### src/sac_pkg.sv
// Shared constants for the successive-approximation conversion control block
package sac_pkg;
	localparam int SAC_BITS = 10;
	localparam int SAC_CLK_MHZ = 20;
	localparam int SAC_CONV_MIN_NS = 15000;
	localparam int SAC_CONV_TYP_NS = 25000;
	localparam int SAC_CONV_MAX_NS = 40000;
	localparam int SAC_DATA_VALID_NS = 500;
	localparam int SAC_RELEASE_NS = 1500;
	localparam int SAC_BLANK_MIN_NS = 2000;
	// Cycle counts: least times round up, longest times round down
	localparam int SAC_CONV_CYC = (SAC_CONV_TYP_NS * SAC_CLK_MHZ + 999) / 1000;
	localparam int SAC_CONV_MIN_CYC = (SAC_CONV_MIN_NS * SAC_CLK_MHZ + 999) / 1000;
	localparam int SAC_CONV_MAX_CYC = (SAC_CONV_MAX_NS * SAC_CLK_MHZ) / 1000;
	localparam int SAC_BIT_CYC = SAC_CONV_CYC / SAC_BITS;
	localparam int SAC_RELEASE_CYC = (SAC_RELEASE_NS * SAC_CLK_MHZ) / 1000;
	localparam int SAC_BLANK_CYC = (SAC_BLANK_MIN_NS * SAC_CLK_MHZ + 999) / 1000;
	localparam int SAC_DATA_VALID_CYC = (SAC_DATA_VALID_NS * SAC_CLK_MHZ) / 1000;
	localparam logic [9:0] SAC_CODE_ZERO = 10'h000;
	localparam logic [9:0] SAC_MSB_ONE = 10'h200;
	// Bipolar offset in input units: one MSB less half an LSB, held at twice scale
	localparam logic [11:0] SAC_BIP_OFFSET_X2 = 12'h3FF;
	typedef enum logic [1:0] {
		SAC_IDLE = 2'b00,
		SAC_CONV = 2'b01,
		SAC_DONE = 2'b11,
		SAC_HALT = 2'b10
	} sac_state_e;
endpackage : sac_pkg

### src/sac_bit_timer.sv
// Divider that produces one enable pulse per tested bit
`timescale 1ns/1ns
module sac_bit_timer
	import sac_pkg::*;
#(
	parameter int PERIOD = SAC_BIT_CYC
)(
	input wire logic clk_sys,
	input wire logic rst_b,
	input wire logic run,
	output logic tick
);
	logic [7:0] cnt_q;
	wire last_w = (cnt_q == 8'(PERIOD - 1));
	always_ff @(posedge clk_sys)
	begin
		if (!rst_b || !run)
			cnt_q <= 8'h00;
		else if (last_w)
			cnt_q <= 8'h00;
		else
			cnt_q <= cnt_q + 8'h01;
	end
	assign tick = run && last_w;
endmodule : sac_bit_timer

### src/sac_conv_ctrl.sv
// Successive-approximation conversion control with blank/convert line and three-state data
// How it works
// A conversion tests the 10 result bits one at a time from the top bit down to bit 0.
// A trial bit stays set when the trial value is below the input and is cleared when above.
// After the last bit the approximation register holds the full code shown on the data pins.
// When the bit sequence ends the active-low done flag is driven low.
// The done flag going low enables the data drivers, which then show the stored bits.
// Raising the blank/convert line floats the data pins and re-arms the register.
// With the offset input tied low the input range is unipolar and the code straight binary.
// With the offset input open an offset is added so the range is bipolar, offset-binary code.
// In bipolar coding the lowest input gives all zeros and the highest all ones; here an analog_in of 0 gives 10'h1FF.
// In unipolar coding the top transition lies one LSB below full scale.
// A conversion takes between 15 and 40 microseconds, typically 25.
// Pulling the line low starts a conversion; flag and data stay unchanged until it ends.
// Data is valid on the pins within 500 ns of the flag falling.
// About 1.5 us after the line rises the flag goes high and the data floats.
// A high pulse of at least 2 us blanks old data, and during a conversion restarts it.
// The controller keeps the line low and waits for the flag before reading data.
`timescale 1ns/1ns
module sac_conv_ctrl
	import sac_pkg::*;
#(
	parameter int BITS = SAC_BITS,
	parameter int RELEASE_CYC = SAC_RELEASE_CYC,
	parameter int BLANK_CYC = SAC_BLANK_CYC
)(
	// Clock and synchronous reset
	input wire logic clk_sys,
	input wire logic rst_b,
	// Controller line: low converts, high blanks
	input wire logic blank_convert_n,
	// Offset select and input level
	input wire logic bipolar_open,
	input wire logic [BITS:0] analog_in,
	// Open-drain done flag
	output logic conversion_done_n_o,
	output logic conversion_done_n_oe_b,
	// Three-state result bus, enables active low
	output logic [BITS-1:0] data_o,
	output logic [BITS-1:0] data_oe_b,
	// Trial code fed to the converter
	output logic [BITS-1:0] dac_code
);
	// analog_in is the input sampled at twice LSB scale, so half-LSB offsets are exact
	sac_state_e state_q, state_d;
	logic [1:0] bc_sync_q;
	logic [1:0] bip_sync_q;
	// The input word is a slow level; two stages keep a changing word off the comparator
	logic [BITS:0] ain_meta_q;
	logic [BITS:0] ain_q;
	logic [BITS-1:0] sar_q, sar_d;
	logic [BITS-1:0] trial_q, trial_d;
	logic [5:0] high_cnt_q;
	logic [5:0] high_cnt_d;
	logic done_n_q, done_n_d;
	logic [BITS-1:0] data_q;
	logic [BITS-1:0] oe_b_q;
	logic [BITS-1:0] dac_q;
	logic tick;

	// Synchronised pin levels
	wire line_high_w = bc_sync_q[1];
	wire line_low_w = !bc_sync_q[1];
	wire bipolar_w = bip_sync_q[1];

	// High time saturates, so that both the release and the blank limit are reached
	wire high_sat_w = (high_cnt_q == 6'h3F);
	wire [5:0] high_inc_w = high_cnt_q + 6'h01;
	wire released_w = (high_cnt_q >= 6'(RELEASE_CYC));
	wire blanked_w = (high_cnt_q >= 6'(BLANK_CYC));

	// Sequencer events
	wire running_w = (state_q == SAC_CONV);
	wire armed_w = (state_q == SAC_IDLE) || (state_q == SAC_HALT);
	wire start_w = armed_w && line_low_w;
	wire timer_run_w = running_w && line_low_w;
	wire step_w = timer_run_w && tick;
	wire abort_w = running_w && line_high_w && blanked_w;
	wire release_w = (state_q == SAC_DONE) && line_high_w && released_w;
	wire last_bit_w = trial_q[0];
	wire [BITS-1:0] trial_code_w = sar_q | trial_q;

	// Comparator: trial DAC value against input, with optional bipolar offset injection
	function automatic logic trial_below(input logic [BITS-1:0] code,
		input logic [BITS:0] ain, input logic bip);
		logic [BITS+1:0] lhs;
		lhs = {1'b0, code, 1'b0};
		if (bip)
			return (lhs <= ({1'b0, ain} + 12'(SAC_BIP_OFFSET_X2)));
		return (lhs <= {1'b0, ain});
	endfunction : trial_below

	wire keep_bit_w = trial_below(trial_code_w, ain_q, bipolar_w);

	sac_bit_timer #(
		.PERIOD(SAC_BIT_CYC)
	) u_timer (
		.clk_sys(clk_sys),
		.rst_b(rst_b),
		.run(timer_run_w),
		.tick(tick)
	);

	// Next-state logic for the sequencer and the approximation register
	always_comb
	begin
		state_d = state_q;
		sar_d = sar_q;
		trial_d = trial_q;
		done_n_d = done_n_q;
		unique case (state_q)
			SAC_IDLE:
			begin
				if (start_w)
				begin
					state_d = SAC_CONV;
					sar_d = SAC_CODE_ZERO;
					trial_d = SAC_MSB_ONE;
				end
			end
			SAC_CONV:
			begin
				// A short high pulse only clears the bit timer count
				if (abort_w)
					state_d = SAC_IDLE;
				else if (step_w)
				begin
					if (keep_bit_w)
						sar_d = trial_code_w;
					trial_d = trial_q >> 1;
					if (last_bit_w)
					begin
						state_d = SAC_DONE;
						done_n_d = 1'b0;
					end
				end
			end
			SAC_DONE:
			begin
				// Flag and data stand until the line has been high for the release time
				if (release_w)
				begin
					done_n_d = 1'b1;
					state_d = SAC_HALT;
				end
			end
			SAC_HALT:
			begin
				if (start_w)
				begin
					state_d = SAC_CONV;
					sar_d = SAC_CODE_ZERO;
					trial_d = SAC_MSB_ONE;
				end
			end
		endcase
	end

	// High-time counter for the release and blank limits
	always_comb
	begin
		high_cnt_d = 6'h00;
		if (line_high_w)
			high_cnt_d = high_sat_w ? high_cnt_q : high_inc_w;
	end

	// Pin synchronisers: only the second stage is read by the logic
	always_ff @(posedge clk_sys)
	begin
		bc_sync_q <= {bc_sync_q[0], blank_convert_n};
		bip_sync_q <= {bip_sync_q[0], bipolar_open};
		ain_meta_q <= analog_in;
		ain_q <= ain_meta_q;
	end

	// Sequencer state and approximation register
	always_ff @(posedge clk_sys)
	begin
		if (!rst_b)
		begin
			state_q <= SAC_IDLE;
			sar_q <= SAC_CODE_ZERO;
			trial_q <= SAC_CODE_ZERO;
			high_cnt_q <= 6'h00;
			done_n_q <= 1'b1;
		end
		else
		begin
			state_q <= state_d;
			sar_q <= sar_d;
			trial_q <= trial_d;
			high_cnt_q <= high_cnt_d;
			done_n_q <= done_n_d;
		end
	end

	// Output registers follow the next state, so flag, drivers and data change on one edge
	always_ff @(posedge clk_sys)
	begin
		if (!rst_b)
		begin
			data_q <= SAC_CODE_ZERO;
			oe_b_q <= '1;
			dac_q <= SAC_CODE_ZERO;
		end
		else
		begin
			data_q <= sar_d;
			oe_b_q <= {BITS{done_n_d}};
			dac_q <= sar_d | trial_d;
		end
	end

	// Flag level is fixed low; the enable alone carries the flag
	assign conversion_done_n_o = 1'b0;
	assign conversion_done_n_oe_b = done_n_q;
	assign data_o = data_q;
	assign data_oe_b = oe_b_q;
	assign dac_code = dac_q;
endmodule : sac_conv_ctrl

### config.mk
export PLATFORM = sky130hd
export DESIGN_NAME = sac_conv_ctrl
export DESIGN_NICKNAME = d
export VERILOG_FILES = /design/src/sac_pkg.sv /design/src/sac_bit_timer.sv /design/src/sac_conv_ctrl.sv
export SDC_FILE = /design/constraint.sdc
export NUM_CORES = 1
export LEC_CHECK = 0
export ABC_CLOCK_PERIOD_IN_PS = 3430
export BUFFER_PORTS_ARGS = -buffer_cell sky130_fd_sc_hd__buf_4
export CORE_ASPECT_RATIO = 0.9
export CORE_MARGIN = 3
export CORE_UTILIZATION = 50
export CTS_BUF_LIST = sky130_fd_sc_hd__clkbuf_8
export CTS_CLUSTER_DIAMETER = 200
export DETAILED_ROUTE_END_ITERATION = 10
export PLACE_DENSITY_LB_ADDON = 0.12
export SLEW_MARGIN = 20
export SYNTH_ARGS = -nofsm -noshare
export SYNTH_HDL_FRONTEND = slang
export SYNTH_SLANG_ARGS = --single-unit
### constraint.sdc
create_clock -name clk_sys -period 3.43 [get_ports clk_sys]
set_input_delay 0.1715 -clock clk_sys [delete_from_list [all_inputs] [get_ports clk_sys]]
set_output_delay 0.1715 -clock clk_sys [all_outputs]
set_load 0.02 [all_outputs]
* Word-level counts from Yosys, hierarchy flattened *
Cells that the tools add are included.

operators by class
  add/sub/neg operators = 3
  $lt $le $gt $ge = 4
  equality and inequality tests = 9
  muxes and demuxes = 23
  bitwise operators = 2
  reductions and logical operators = 18

operator list
  kind                      number
  $mux W10                  7
  $pmux W10 S2              2
  $or A10 B10 Y10           2
  $add A11 B10 Y12 const B  1
  $le A11 B12 Y1            1
  $le A11 B11 Y1            1
  $mux W2                   5
  $add A8 B1 Y8 const B     1
  $eq A8 B6 Y1 const B      1
  $logic_and A1 B1 Y1       8
  $mux W1                   7
  $add A6 B1 Y6 const B     1
  $eq A6 B6 Y1 const B      1
  $ge A6 B5 Y1 const B      1
  $ge A6 B6 Y1 const B      1
  $pmux W2 S3               1
  $eq A2 B2 Y1 const B      2
  $reduce_and A4 Y1         1
  $reduce_or A2 Y1          2
  $logic_not A1 Y1          3
  $ne A3 B1 Y1 const B      1
  $ne A3 B2 Y1 const B      1
  $eq A2 B1 Y1 const B      1
  $logic_not A2 Y1          1
  other kinds (5)           6

storage, ports and cells
  register bits after elaboration = 74
  input bits = 15
  output and inout bits = 32
  word-level logic and storage cells = 71

* Longest topological paths before layout *
Gate-level depths: netlist of run 1.

  depth after elaboration = 9
  depth in mapped cells = 12
  depth with buffers taken out = 11

* Hierarchy *
Synthesis of run 1 repeated with hierarchy kept, for this count alone.

unflattened totals
  cells, all modules = 349
  area, all modules = 3,208.1 µm²

by module, submodules not included
  module         times used  cells an instance  area an instance (µm²)  seq. area each (µm²)
  sac_conv_ctrl  1           310                2,856.5                 1,301.2
  sac_bit_timer  1           39                 351.6                   160.2

* Least setup slack after synthesis of run 1 *
OpenSTA, ideal clock, no wires.

  path type = register -> register
  from = register ain_q[2]
  to = register dac_q[0], in the netlist dac_code[0]
  setup time = 0.095 ns
  arrival = 2.594 ns
  data required time = 3.335 ns
  setup slack = 0.741 ns
  cell stages (with the launch flop) = 10
  buffers on the path = 1
  period minus slack after synthesis = 2.689 ns
  path through = dfxtp_1 -> or4_1 -> nor2_1 -> nand3_1 -> xnor2_1 -> ha_1 -> a2111oi_0 -> a31oi_2 -> buf_4 -> o311ai_1

between the ends
  cells in the longest elaborated chain, start to end = 9
  elaborated cells on any way between the ends = 10
  classes of those cells = add/sub: 1; order compare: 2; mux: 6; bitwise: 1

RTL lines
  element                   line                  RTL
  start: declaration        sac_conv_ctrl.sv:50   logic [BITS:0] ain_q;
  start signal: assignment  sac_conv_ctrl.sv:173  ain_q <= ain_meta_q;
  $add A11 B10 Y12          sac_conv_ctrl.sv:89   return (lhs <= ({1'b0, ain} + 12'(SAC_BIP_OFFSET_X2)));
  $le A11 B12 Y1            sac_conv_ctrl.sv:89
  $mux W1                   sac_conv_ctrl.sv:88   if (bip)
  $mux W1 *                 sac_conv_ctrl.sv:90   return (lhs <= {1'b0, ain});
  $mux W10 *                sac_conv_ctrl.sv:128  if (keep_bit_w)
  $mux W10 *                sac_conv_ctrl.sv:126  else if (step_w)
  $mux W10 *                sac_conv_ctrl.sv:124  if (abort_w)
  $pmux W10 S2 *            sac_conv_ctrl.sv:111  unique case (state_q)
  $or A10 B10 Y10 *         sac_conv_ctrl.sv:210  dac_q <= sar_d | trial_d;
  end signal: assignment    sac_conv_ctrl.sv:210
  end: declaration          sac_conv_ctrl.sv:58   logic [BITS-1:0] dac_q;

Every way passes the cells marked *; elsewhere a longest branch is shown, timed or not. The select of a mux whose other input is x is not followed.
A chain may end at the register's enable or synchronous reset.

* Worst setup path after layout of run 1 *
Same ends and word-level chain as after synthesis.

==> results.toml, run 1 <==
[clock_tree]
cts_resized = 0
cts_root_buf = "clkbuf_8"
cts.sinks = 73
cts_buffers = 9
htree_levels = 3
hold_buffers = 13
cts_setup_buffers = 0
cts_tree = "done"
cts.path.max_buffers = 2
cts.clk_slew.worst_paths_ps = 80
clk_latency_ps = 350

[sta]
finalHoldViolCount = 0
timing.final.crit_share = 0.883
fin_skew_ps = 4.36
period_needed_ps = 3030
final_max_slew_viol_count = 0
timing.slew.headroom = 0.287
layout_setup_ws_ps = 400
setup_viol = 0
rsz0062_at_grt = "no"
worst_slew_pin_slew_ps = 1070
finalSetupTns_ps = 0
whs_ps = 113
max_freq_mhz = 330

[critical_path]
rrSetupSlack_ps = 400
crit_required_ps = 3690
start_kind = "flip-flop"
cp.arrival_ps = 3290
r2r_cells = 9
startpoint = "ain_q[2]"
slowest_stage = "or4_1"
slowest_delay_ps = 590
cp_top_family = "compound AO/OA/AOI/OAI gates"
endpoint = "dac_code[0]"
cp_cell_sequence = "or4_1 > nor2_1 > nand3_1 > xnor2_1 > ha_1 > a2111oi_0 > a31oi_2 > buf_4 > o311ai_1"
path_class = "reg -> reg"
critPathBufInv = 1
r2r_end = "dac_code[0]"
cp_num_cells = 9
timing.rr.start = "ain_q[2]"
worst-path-max-fanout = 20
cp-end-kind = "flip-flop"

[power_and_ir_drop]
pwr_density_cell_mw_per_mm2 = 423
power_mw = 1.66
p_leak_nw = 1.78
max-vdd-ir-drop_mv = 0.241

[grt]
grtUsageTotal = 0.186
gr-total-overflow = 0
grt_max_degree = 30
antenna_found_initial = 0
grt_pass1_vias = 2341
grt_pass1_wl_um = 11300

[floorplanning]
fp-row-count = 27
die_h_um = 82.9
initial_core_util = 0.525
core_mm2 = 0.00625
die_area_mm2 = 0.00757
die_w_um = 91.4
pin_count = 47

[run]
drv_cap = 0

[placement]
place.gp.congestion = 0.843
dp_slack_ps = 443
hpwl_um = 4750
dpl_cell_area_mm2 = 0.00360
numPortBuffers = 45

[layout]
finalInstanceArea_mm2 = 0.00393
diodes = 0
syn2layout_area_growth_pct = 19.8
multi_input_area_mm2 = 0.00157
regArea_mm2 = 0.00146
layout-drive-gt1-share = 0.182
fin_nets = 451
fillers = 546

[yosys]
netlist_top_cells_count = "73 x dfxtp_1, 28 x nand2_1, 28 x nor2_1"
ys_types = 44
synth_area_mm2 = 0.00328
synth_nets = 403
ys_ff_latch = 73
yosysSeqAreaShare = 0.445
yosys_most_used_dff = "dfxtp_1"
synth_most_common_cell = "dfxtp_1"
synth_area_leaders = "dfxtp_1 45%, ha_1 9.1%, o21ai_0 4.0%"
ys_warn_count = 0
synth_edf_count = 0
async_flop_share = 0
synth_top_area_frac = 0.445
synth.avg_cell_area_um2 = 9.02
syn_inst = 364
yosysTopAreaCell = "dfxtp_1"

[drt]
drc = 0
via_per_inst = 5.14
finalWirelength_um = 6690
dr.pass1.iters = 5
ant_nets = 0
dr_total_vias = 2590
wl_per_cell_um = 13.3
first_iter_violations = 188

[hold_path]
hp-class = "in -> reg"

[status]
status = "complete, no violations"
layer usage:
| layer | up-vias | wire length (um) | global-route usage |
|---|---|---|---|
| li1 | 1347 | - | - |
| met1 | 1153 | 3360 | 0.270 |
| met2 | 78 | 2770 | 0.258 |
| met5 | - | 0 | 0 |
| met3 | 12 | 458 | 0.0562 |
| met4 | 0 | 99 | 0.0658 |
power breakdown:
part	internal, mW	leakage, nW	switching, mW
sequential	0.868	0.599	0.0149
combinational	0.0477	1.08	0.0533
clock	0.342	0.0925	0.339
total	1.26	1.78	0.407
placed cells by master (no fill, tap or decap), types with 2 or more instances in the layout:
master,count
ha_1,24
and2_1,7
a31oi_1,3
o31ai_1,2
inv_6,2
dfxtp_1,73
nand4_1,7
dlygate4sd3_1,13
buf_4,47
o21ai_1,7
clkinvlp_4,3
nand2_1,28
nand3_1,8
a21oi_1,10
a21boi_0,2
nor2_1,28
nor2b_1,2
or2_2,11
and3_1,7
inv_1,27
nor3_1,5
clkbuf_8,9
xnor2_1,14
a211oi_1,2
o21ai_0,26
xor2_1,5
or3_1,5
o211ai_1,14
and4_1,9
kinds of logic (layout without fill, tap and decap cells):
family,after synthesis,in the layout,synth area share
and+or+nand+nor,123,123,0.197
AOI/OAI and AO/OA,74,74,0.139
DFF,73,73,0.445
buffers and inverters,50,103,0.0751
adders and majority gates,24,24,0.0915
xor gates and xnor gates,19,19,0.0507
other,1,1,0.00114
final cells by class:
type	instances	area share
clock buffer	9	0.0315
timing repair buffer	60	0.123
tap	87	0.0277
multi-input combinational	241	0.400
sequential	73	0.372
inverter	27	0.0258
clock inverter	7	0.0201
sequential cells by signal, indices dropped and copies added, names as in the netlist, 6 cells and up:
register and flops:
ain_meta_q 11, ain_q 11, dac_code 10, data_o 10, trial_q 10, u_timer.cnt_q 8, high_cnt_q 6
metrics by stage:
step	util	std cells
2_1_floorplan	-	364
3_3_place_gp	0.576	475
3_5_place_dp	0.576	475
4_1_cts	0.629	504
5_1_grt	0.629	504
6_report	0.629	504
how the worst min path moves through the flow:
stage / to / cells after the start / startpoint / slack [ps]
floorplan: ain_meta_q[0] / 0 / analog_in[0] / 200
global placement: ain_meta_q[1] / 1 / analog_in[1] / 280
detailed placement: ain_meta_q[2] / 1 / analog_in[2] / 280
CTS: data_oe_b[0] / 2 / rst_b / 100
global route: data_oe_b[0] / 2 / rst_b / 100
finish: data_oe_b[0] / 2 / rst_b / 110
Note: power is estimated with default switching activity, not from simulation.
==> run 2, diff against run 1 <==
--- a/config.mk
+++ b/config.mk
@@ -13,6 +13,7 @@
 export CTS_BUF_LIST = sky130_fd_sc_hd__clkbuf_8
 export CTS_CLUSTER_DIAMETER = 200
 export DETAILED_ROUTE_END_ITERATION = 10
+export MAX_ROUTING_LAYER = met4
 export PLACE_DENSITY_LB_ADDON = 0.12
 export SLEW_MARGIN = 20
 export SYNTH_ARGS = -nofsm -noshare
==> run 2 against run 1 <==
Net effect: maximum frequency is essentially flat; clock skew is essentially flat; largest cell class unchanged; cell count is the same; sequential share of layout area is the same.
==> results.toml, run 2 (synthesis gave the netlist of run 1 again) <==
[status]
status = "complete, no violations"

[hold_path]
hold_depth = 2
hold_end = "data_oe_b[0]"
hp-class = "in -> reg"
hp-start = "rst_b"

[floorplanning]
pin_count = 47
initial_core_util = 0.525
fp-row-count = 27
die_h_um = 82.9
die_area_mm2 = 0.00757
core_mm2 = 0.00625
die_w_um = 91.4

[sta]
finalHoldViolCount = 0
worst_slew_pin_slew_ps = 1050
timing.final.crit_share = 0.883
fin_skew_ps = 4.11
final_max_slew_viol_count = 0
finalSetupTns_ps = 0
timing.slew.headroom = 0.300
period_needed_ps = 3030
whs_ps = 112
max_freq_mhz = 330
setup_viol = 0
rsz0062_at_grt = "no"
layout_setup_ws_ps = 401

[layout]
utilization = 0.629
layout-drive-gt1-share = 0.182
final_cell_mix = "73 x dfxtp_1, 47 x buf_4, 28 x nor2_1, 28 x nand2_1, 27 x inv_1"
diodes = 0
fin_nets = 451
top_regs = "ain_meta_q (11), ain_q (11)"
final_common_cell = "dfxtp_1"
syn2layout_area_growth_pct = 19.8
finalInstanceArea_mm2 = 0.00393

[critical_path]
crit_required_ps = 3690
rrSetupSlack_ps = 400
cp.arrival_ps = 3290
cp_cell_sequence = "or4_1 > nor2_1 > nand3_1 > xnor2_1 > ha_1 > a2111oi_0 > a31oi_2 > buf_4 > o311ai_1"
r2r_end = "dac_code[0]"
path_class = "reg -> reg"
cp_top_family = "compound AO/OA/AOI/OAI gates"
timing.rr.start = "ain_q[2]"
slowest_stage = "or4_1"
cp_num_cells = 9
slowest_delay_ps = 590
worst-path-max-fanout = 20
cp-end-kind = "flip-flop"
start_kind = "flip-flop"
r2r_cells = 9
critPathBufInv = 1

[drt]
dr.pass1.iters = 5
wl_per_cell_um = 13.3
dr_total_vias = 2595
first_iter_violations = 171
ant_nets = 0
drc = 0
finalWirelength_um = 6700
via_per_inst = 5.15

[placement]
dp_slack_ps = 443
numPortBuffers = 45
dpl_cell_area_mm2 = 0.00360
hpwl_um = 4750
place.gp.congestion = 0.856

[power_and_ir_drop]
p_leak_nw = 1.78
max-vdd-ir-drop_mv = 0.241
pwr_density_cell_mw_per_mm2 = 423

[clock_tree]
cts_setup_buffers = 0
htree_levels = 3
cts_root_buf = "clkbuf_8"
cts_tree = "done"
hold_buffers = 13
clk_latency_ps = 350
cts.clk_slew.worst_paths_ps = 80
cts_buffers = 9
cts_resized = 0
cts.path.max_buffers = 2
cts.sinks = 73

[grt]
antenna_found_initial = 0
grt_max_degree = 30
grt_pass1_vias = 2338
grtUsageTotal = 0.191
grt_pass1_wl_um = 11300
gr-total-overflow = 0

[run]
drv_cap = 0
-- run 2: report_power, final --
group | internal (mW) | leakage, nW | switching (mW)
clock | 0.341 | 0.0925 | 0.338
sequential | 0.868 | 0.599 | 0.0152
combinational | 0.0477 | 1.08 | 0.0532
total | 1.26 | 1.78 | 0.407
-- run 2: metrics by stage --
stage | instances | total power, mW
floorplan | 364 | 0.958
global placement | 475 | 0.989
detailed placement | 475 | 0.991
CTS | 504 | 1.68
global route | 504 | 1.74
finish | 504 | 1.66
-- run 2: worst max path at each step --
stage,startpoint,end,slack (ps)
2_1_floorplan,ain_q[2],dac_code[0],740
3_3_place_gp,ain_q[2],dac_code[0],580
3_5_place_dp,ain_q[2],dac_code[0],440
4_1_cts,ain_q[2],dac_code[0],420
5_1_grt,ain_q[2],dac_code[0],220
6_report,ain_q[2],dac_code[0],400
-- run 2: routing by layer --
metal | up-vias | global-route usage | routed length, um
met4 | 0 | 0.0658 | 100
met1 | 1153 | 0.271 | 3370
met3 | 12 | 0.0534 | 483
met5 | - | - | 0
li1 | 1347 | - | -
met2 | 83 | 0.258 | 2750
-- run 2: area by class of cell --
class / instances / area, um^2
multi-input cells: 241 / 1570
clock inverters: 7 / 78.8
well taps: 87 / 109
clock buffers: 9 / 124
flip-flops and latches: 73 / 1460
repair buffers: 60 / 483
fillers: 546 / 2320
inverters: 27 / 101
-- run 2: worst register-to-register path: stages (launching register included) --
cell       delay, ps
dfxtp_1          360
or4_1            590
nor2_1           220
nand3_1          120
xnor2_1          140
ha_1             310
a2111oi_0        530
a31oi_2          160
buf_4            240
o311ai_1         270
==> run 3, diff against run 2 <==
--- a/config.mk
+++ b/config.mk
@@ -7,9 +7,11 @@
 export LEC_CHECK = 0
 export ABC_CLOCK_PERIOD_IN_PS = 3430
 export BUFFER_PORTS_ARGS = -buffer_cell sky130_fd_sc_hd__buf_4
+export CELL_PAD_IN_SITES_DETAIL_PLACEMENT = 1
+export CELL_PAD_IN_SITES_GLOBAL_PLACEMENT = 1
 export CORE_ASPECT_RATIO = 0.9
 export CORE_MARGIN = 3
-export CORE_UTILIZATION = 50
+export CORE_UTILIZATION = 45
 export CTS_BUF_LIST = sky130_fd_sc_hd__clkbuf_8
 export CTS_CLUSTER_DIAMETER = 200
 export DETAILED_ROUTE_END_ITERATION = 10
==> run 3 against run 2 <==
Net effect: worst setup slack lost 110 ps; power rose by 4.0%; combinational power increased by 5%; first-iteration DRC count down 37%; clock power increased by 8.7%; hold slack improved by 18 ps; die area grew 10%; count of clock-buffer cells in the layout is 1 higher; non-clock buffer count up 1; global-route usage increased by 3.0 points; routed wire length increased by 21%.
==> results.toml, run 3 (synthesis gave the netlist of run 1 again) <==
[sta]
fin_skew_ps = 7.96
timing.final.crit_share = 0.914
worst_slew_pin_slew_ps = 1010
setup_viol = 0
layout_setup_ws_ps = 295
max_freq_mhz = 319
final_max_slew_viol_count = 0
finalSetupTns_ps = 0
finalHoldViolCount = 0
timing.slew.headroom = 0.323
rsz0062_at_grt = "no"
period_needed_ps = 3130

[clock_tree]
cts_tree = "done"
cts.sinks = 73
hold_buffers = 13
cts_setup_buffers = 0
clk_latency_ps = 350
cts_root_buf = "clkbuf_8"
cts_resized = 0
cts.clk_slew.worst_paths_ps = 70
cts.path.max_buffers = 2
cts_buffers = 9
htree_levels = 3

[floorplanning]
die_w_um = 96.0
core_mm2 = 0.00683
die_h_um = 87.0
fp-row-count = 28
die_area_mm2 = 0.00836
pin_count = 47
initial_core_util = 0.480

[critical_path]
cp-end-kind = "flip-flop"
crit_required_ps = 3680
worst-path-max-fanout = 20
start_kind = "flip-flop"
cp.arrival_ps = 3380
r2r_cells = 11
path_class = "reg -> reg"

[grt]
grt_max_degree = 30
gr-total-overflow = 0
antenna_found_initial = 0
grtUsageTotal = 0.221
grt_pass1_vias = 2772
grt_pass1_wl_um = 13700

[power_and_ir_drop]
max-vdd-ir-drop_mv = 0.252
pwr_density_cell_mw_per_mm2 = 437
p_leak_nw = 1.79

[run]
drv_cap = 0

[status]
status = "complete, no violations"

[drt]
via_per_inst = 5.30
first_iter_violations = 107
drc = 0
ant_nets = 0
dr_total_vias = 2686
dr.pass1.iters = 4
finalWirelength_um = 8090
wl_per_cell_um = 16.0

[layout]
diodes = 0
fin_nets = 452
final_common_cell = "dfxtp_1"
layout-drive-gt1-share = 0.182
utilization = 0.579
fillers = 818
syn2layout_area_growth_pct = 20.6
final_cell_mix = "73 x dfxtp_1, 48 x buf_4, 28 x nor2_1, 28 x nand2_1, 27 x inv_1"
top_regs = "ain_meta_q (11), ain_q (11)"
finalInstanceArea_mm2 = 0.00396

[placement]
numPortBuffers = 45
dpl_cell_area_mm2 = 0.00361
hpwl_um = 5740
place.gp.congestion = 0.857
dp_slack_ps = 341

[hold_path]
hp-class = "in -> reg"
hold_depth = 2
## run 3: cell types whose count changed in the layout (fill, tap and decap cells not counted), sizes merged
cell / before / now
buf: 47 / 48
inv: 29 / 27
clkbuf: 9 / 10
clkinvlp: 3 / 2
bufinv: 1 / 2
## run 3: path summary, 6_finish.rpt
| check | start | endpoint | slack, ps |
|---|---|---|---|
| worst min-delay path | rst_b | data_oe_b[0] | 130 |
| worst min register to register | ain_meta_q[4] | ain_q[4] | 330 |
| worst max register to register | ain_q[2] | dac_code[0] | 300 |
| worst max-delay path | ain_q[2] | dac_code[0] | 300 |
## run 3: final cells by class
type / instances / area, um^2 / share of cell area
tap: 90 / 113 / 0.0285
multi-input combinational: 241 / 1570 / 0.398
clock buffer: 10 / 138 / 0.0348
clock inverter: 5 / 80.1 / 0.0202
inverter: 27 / 101 / 0.0256
timing repair buffer: 61 / 490 / 0.124
sequential: 73 / 1460 / 0.369
## run 3: worst max-delay path, stage by stage (launching register included)
cell	delay [ps]
dfxtp_1	360
or4_1	600
nor2_1	230
nand3_1	130
xnor2_1	140
ha_1	300
nand4_1	110
or3_1	350
o211ai_1	240
a31oi_2	60
buf_4	240
o311ai_1	290
## run 3: through the flow
stage	std cells	hold slack (ps)	total power, mW
6_report	507	130	1.73
5_1_grt	507	121	1.80
4_1_cts	507	108	1.75
3_5_place_dp	479	277	0.996
3_3_place_gp	479	276	0.992
2_1_floorplan	364	199	0.958
## run 3: per-layer routing
metal,vias up,GRT usage,part of all wire
li1,1339,-,-
met1,1270,0.284,0.47
met2,68,0.337,0.46
met3,9,0.0622,0.059
met4,0,0.0672,0.013
met5,-,-,0
## run 3: report_power, final
group          switching [mW]  leakage [nW]  internal, mW
Sequential             0.0163         0.599         0.868
Combinational          0.0576          1.09        0.0488
Clock                   0.315         0.104         0.424
Total                   0.389          1.79          1.34
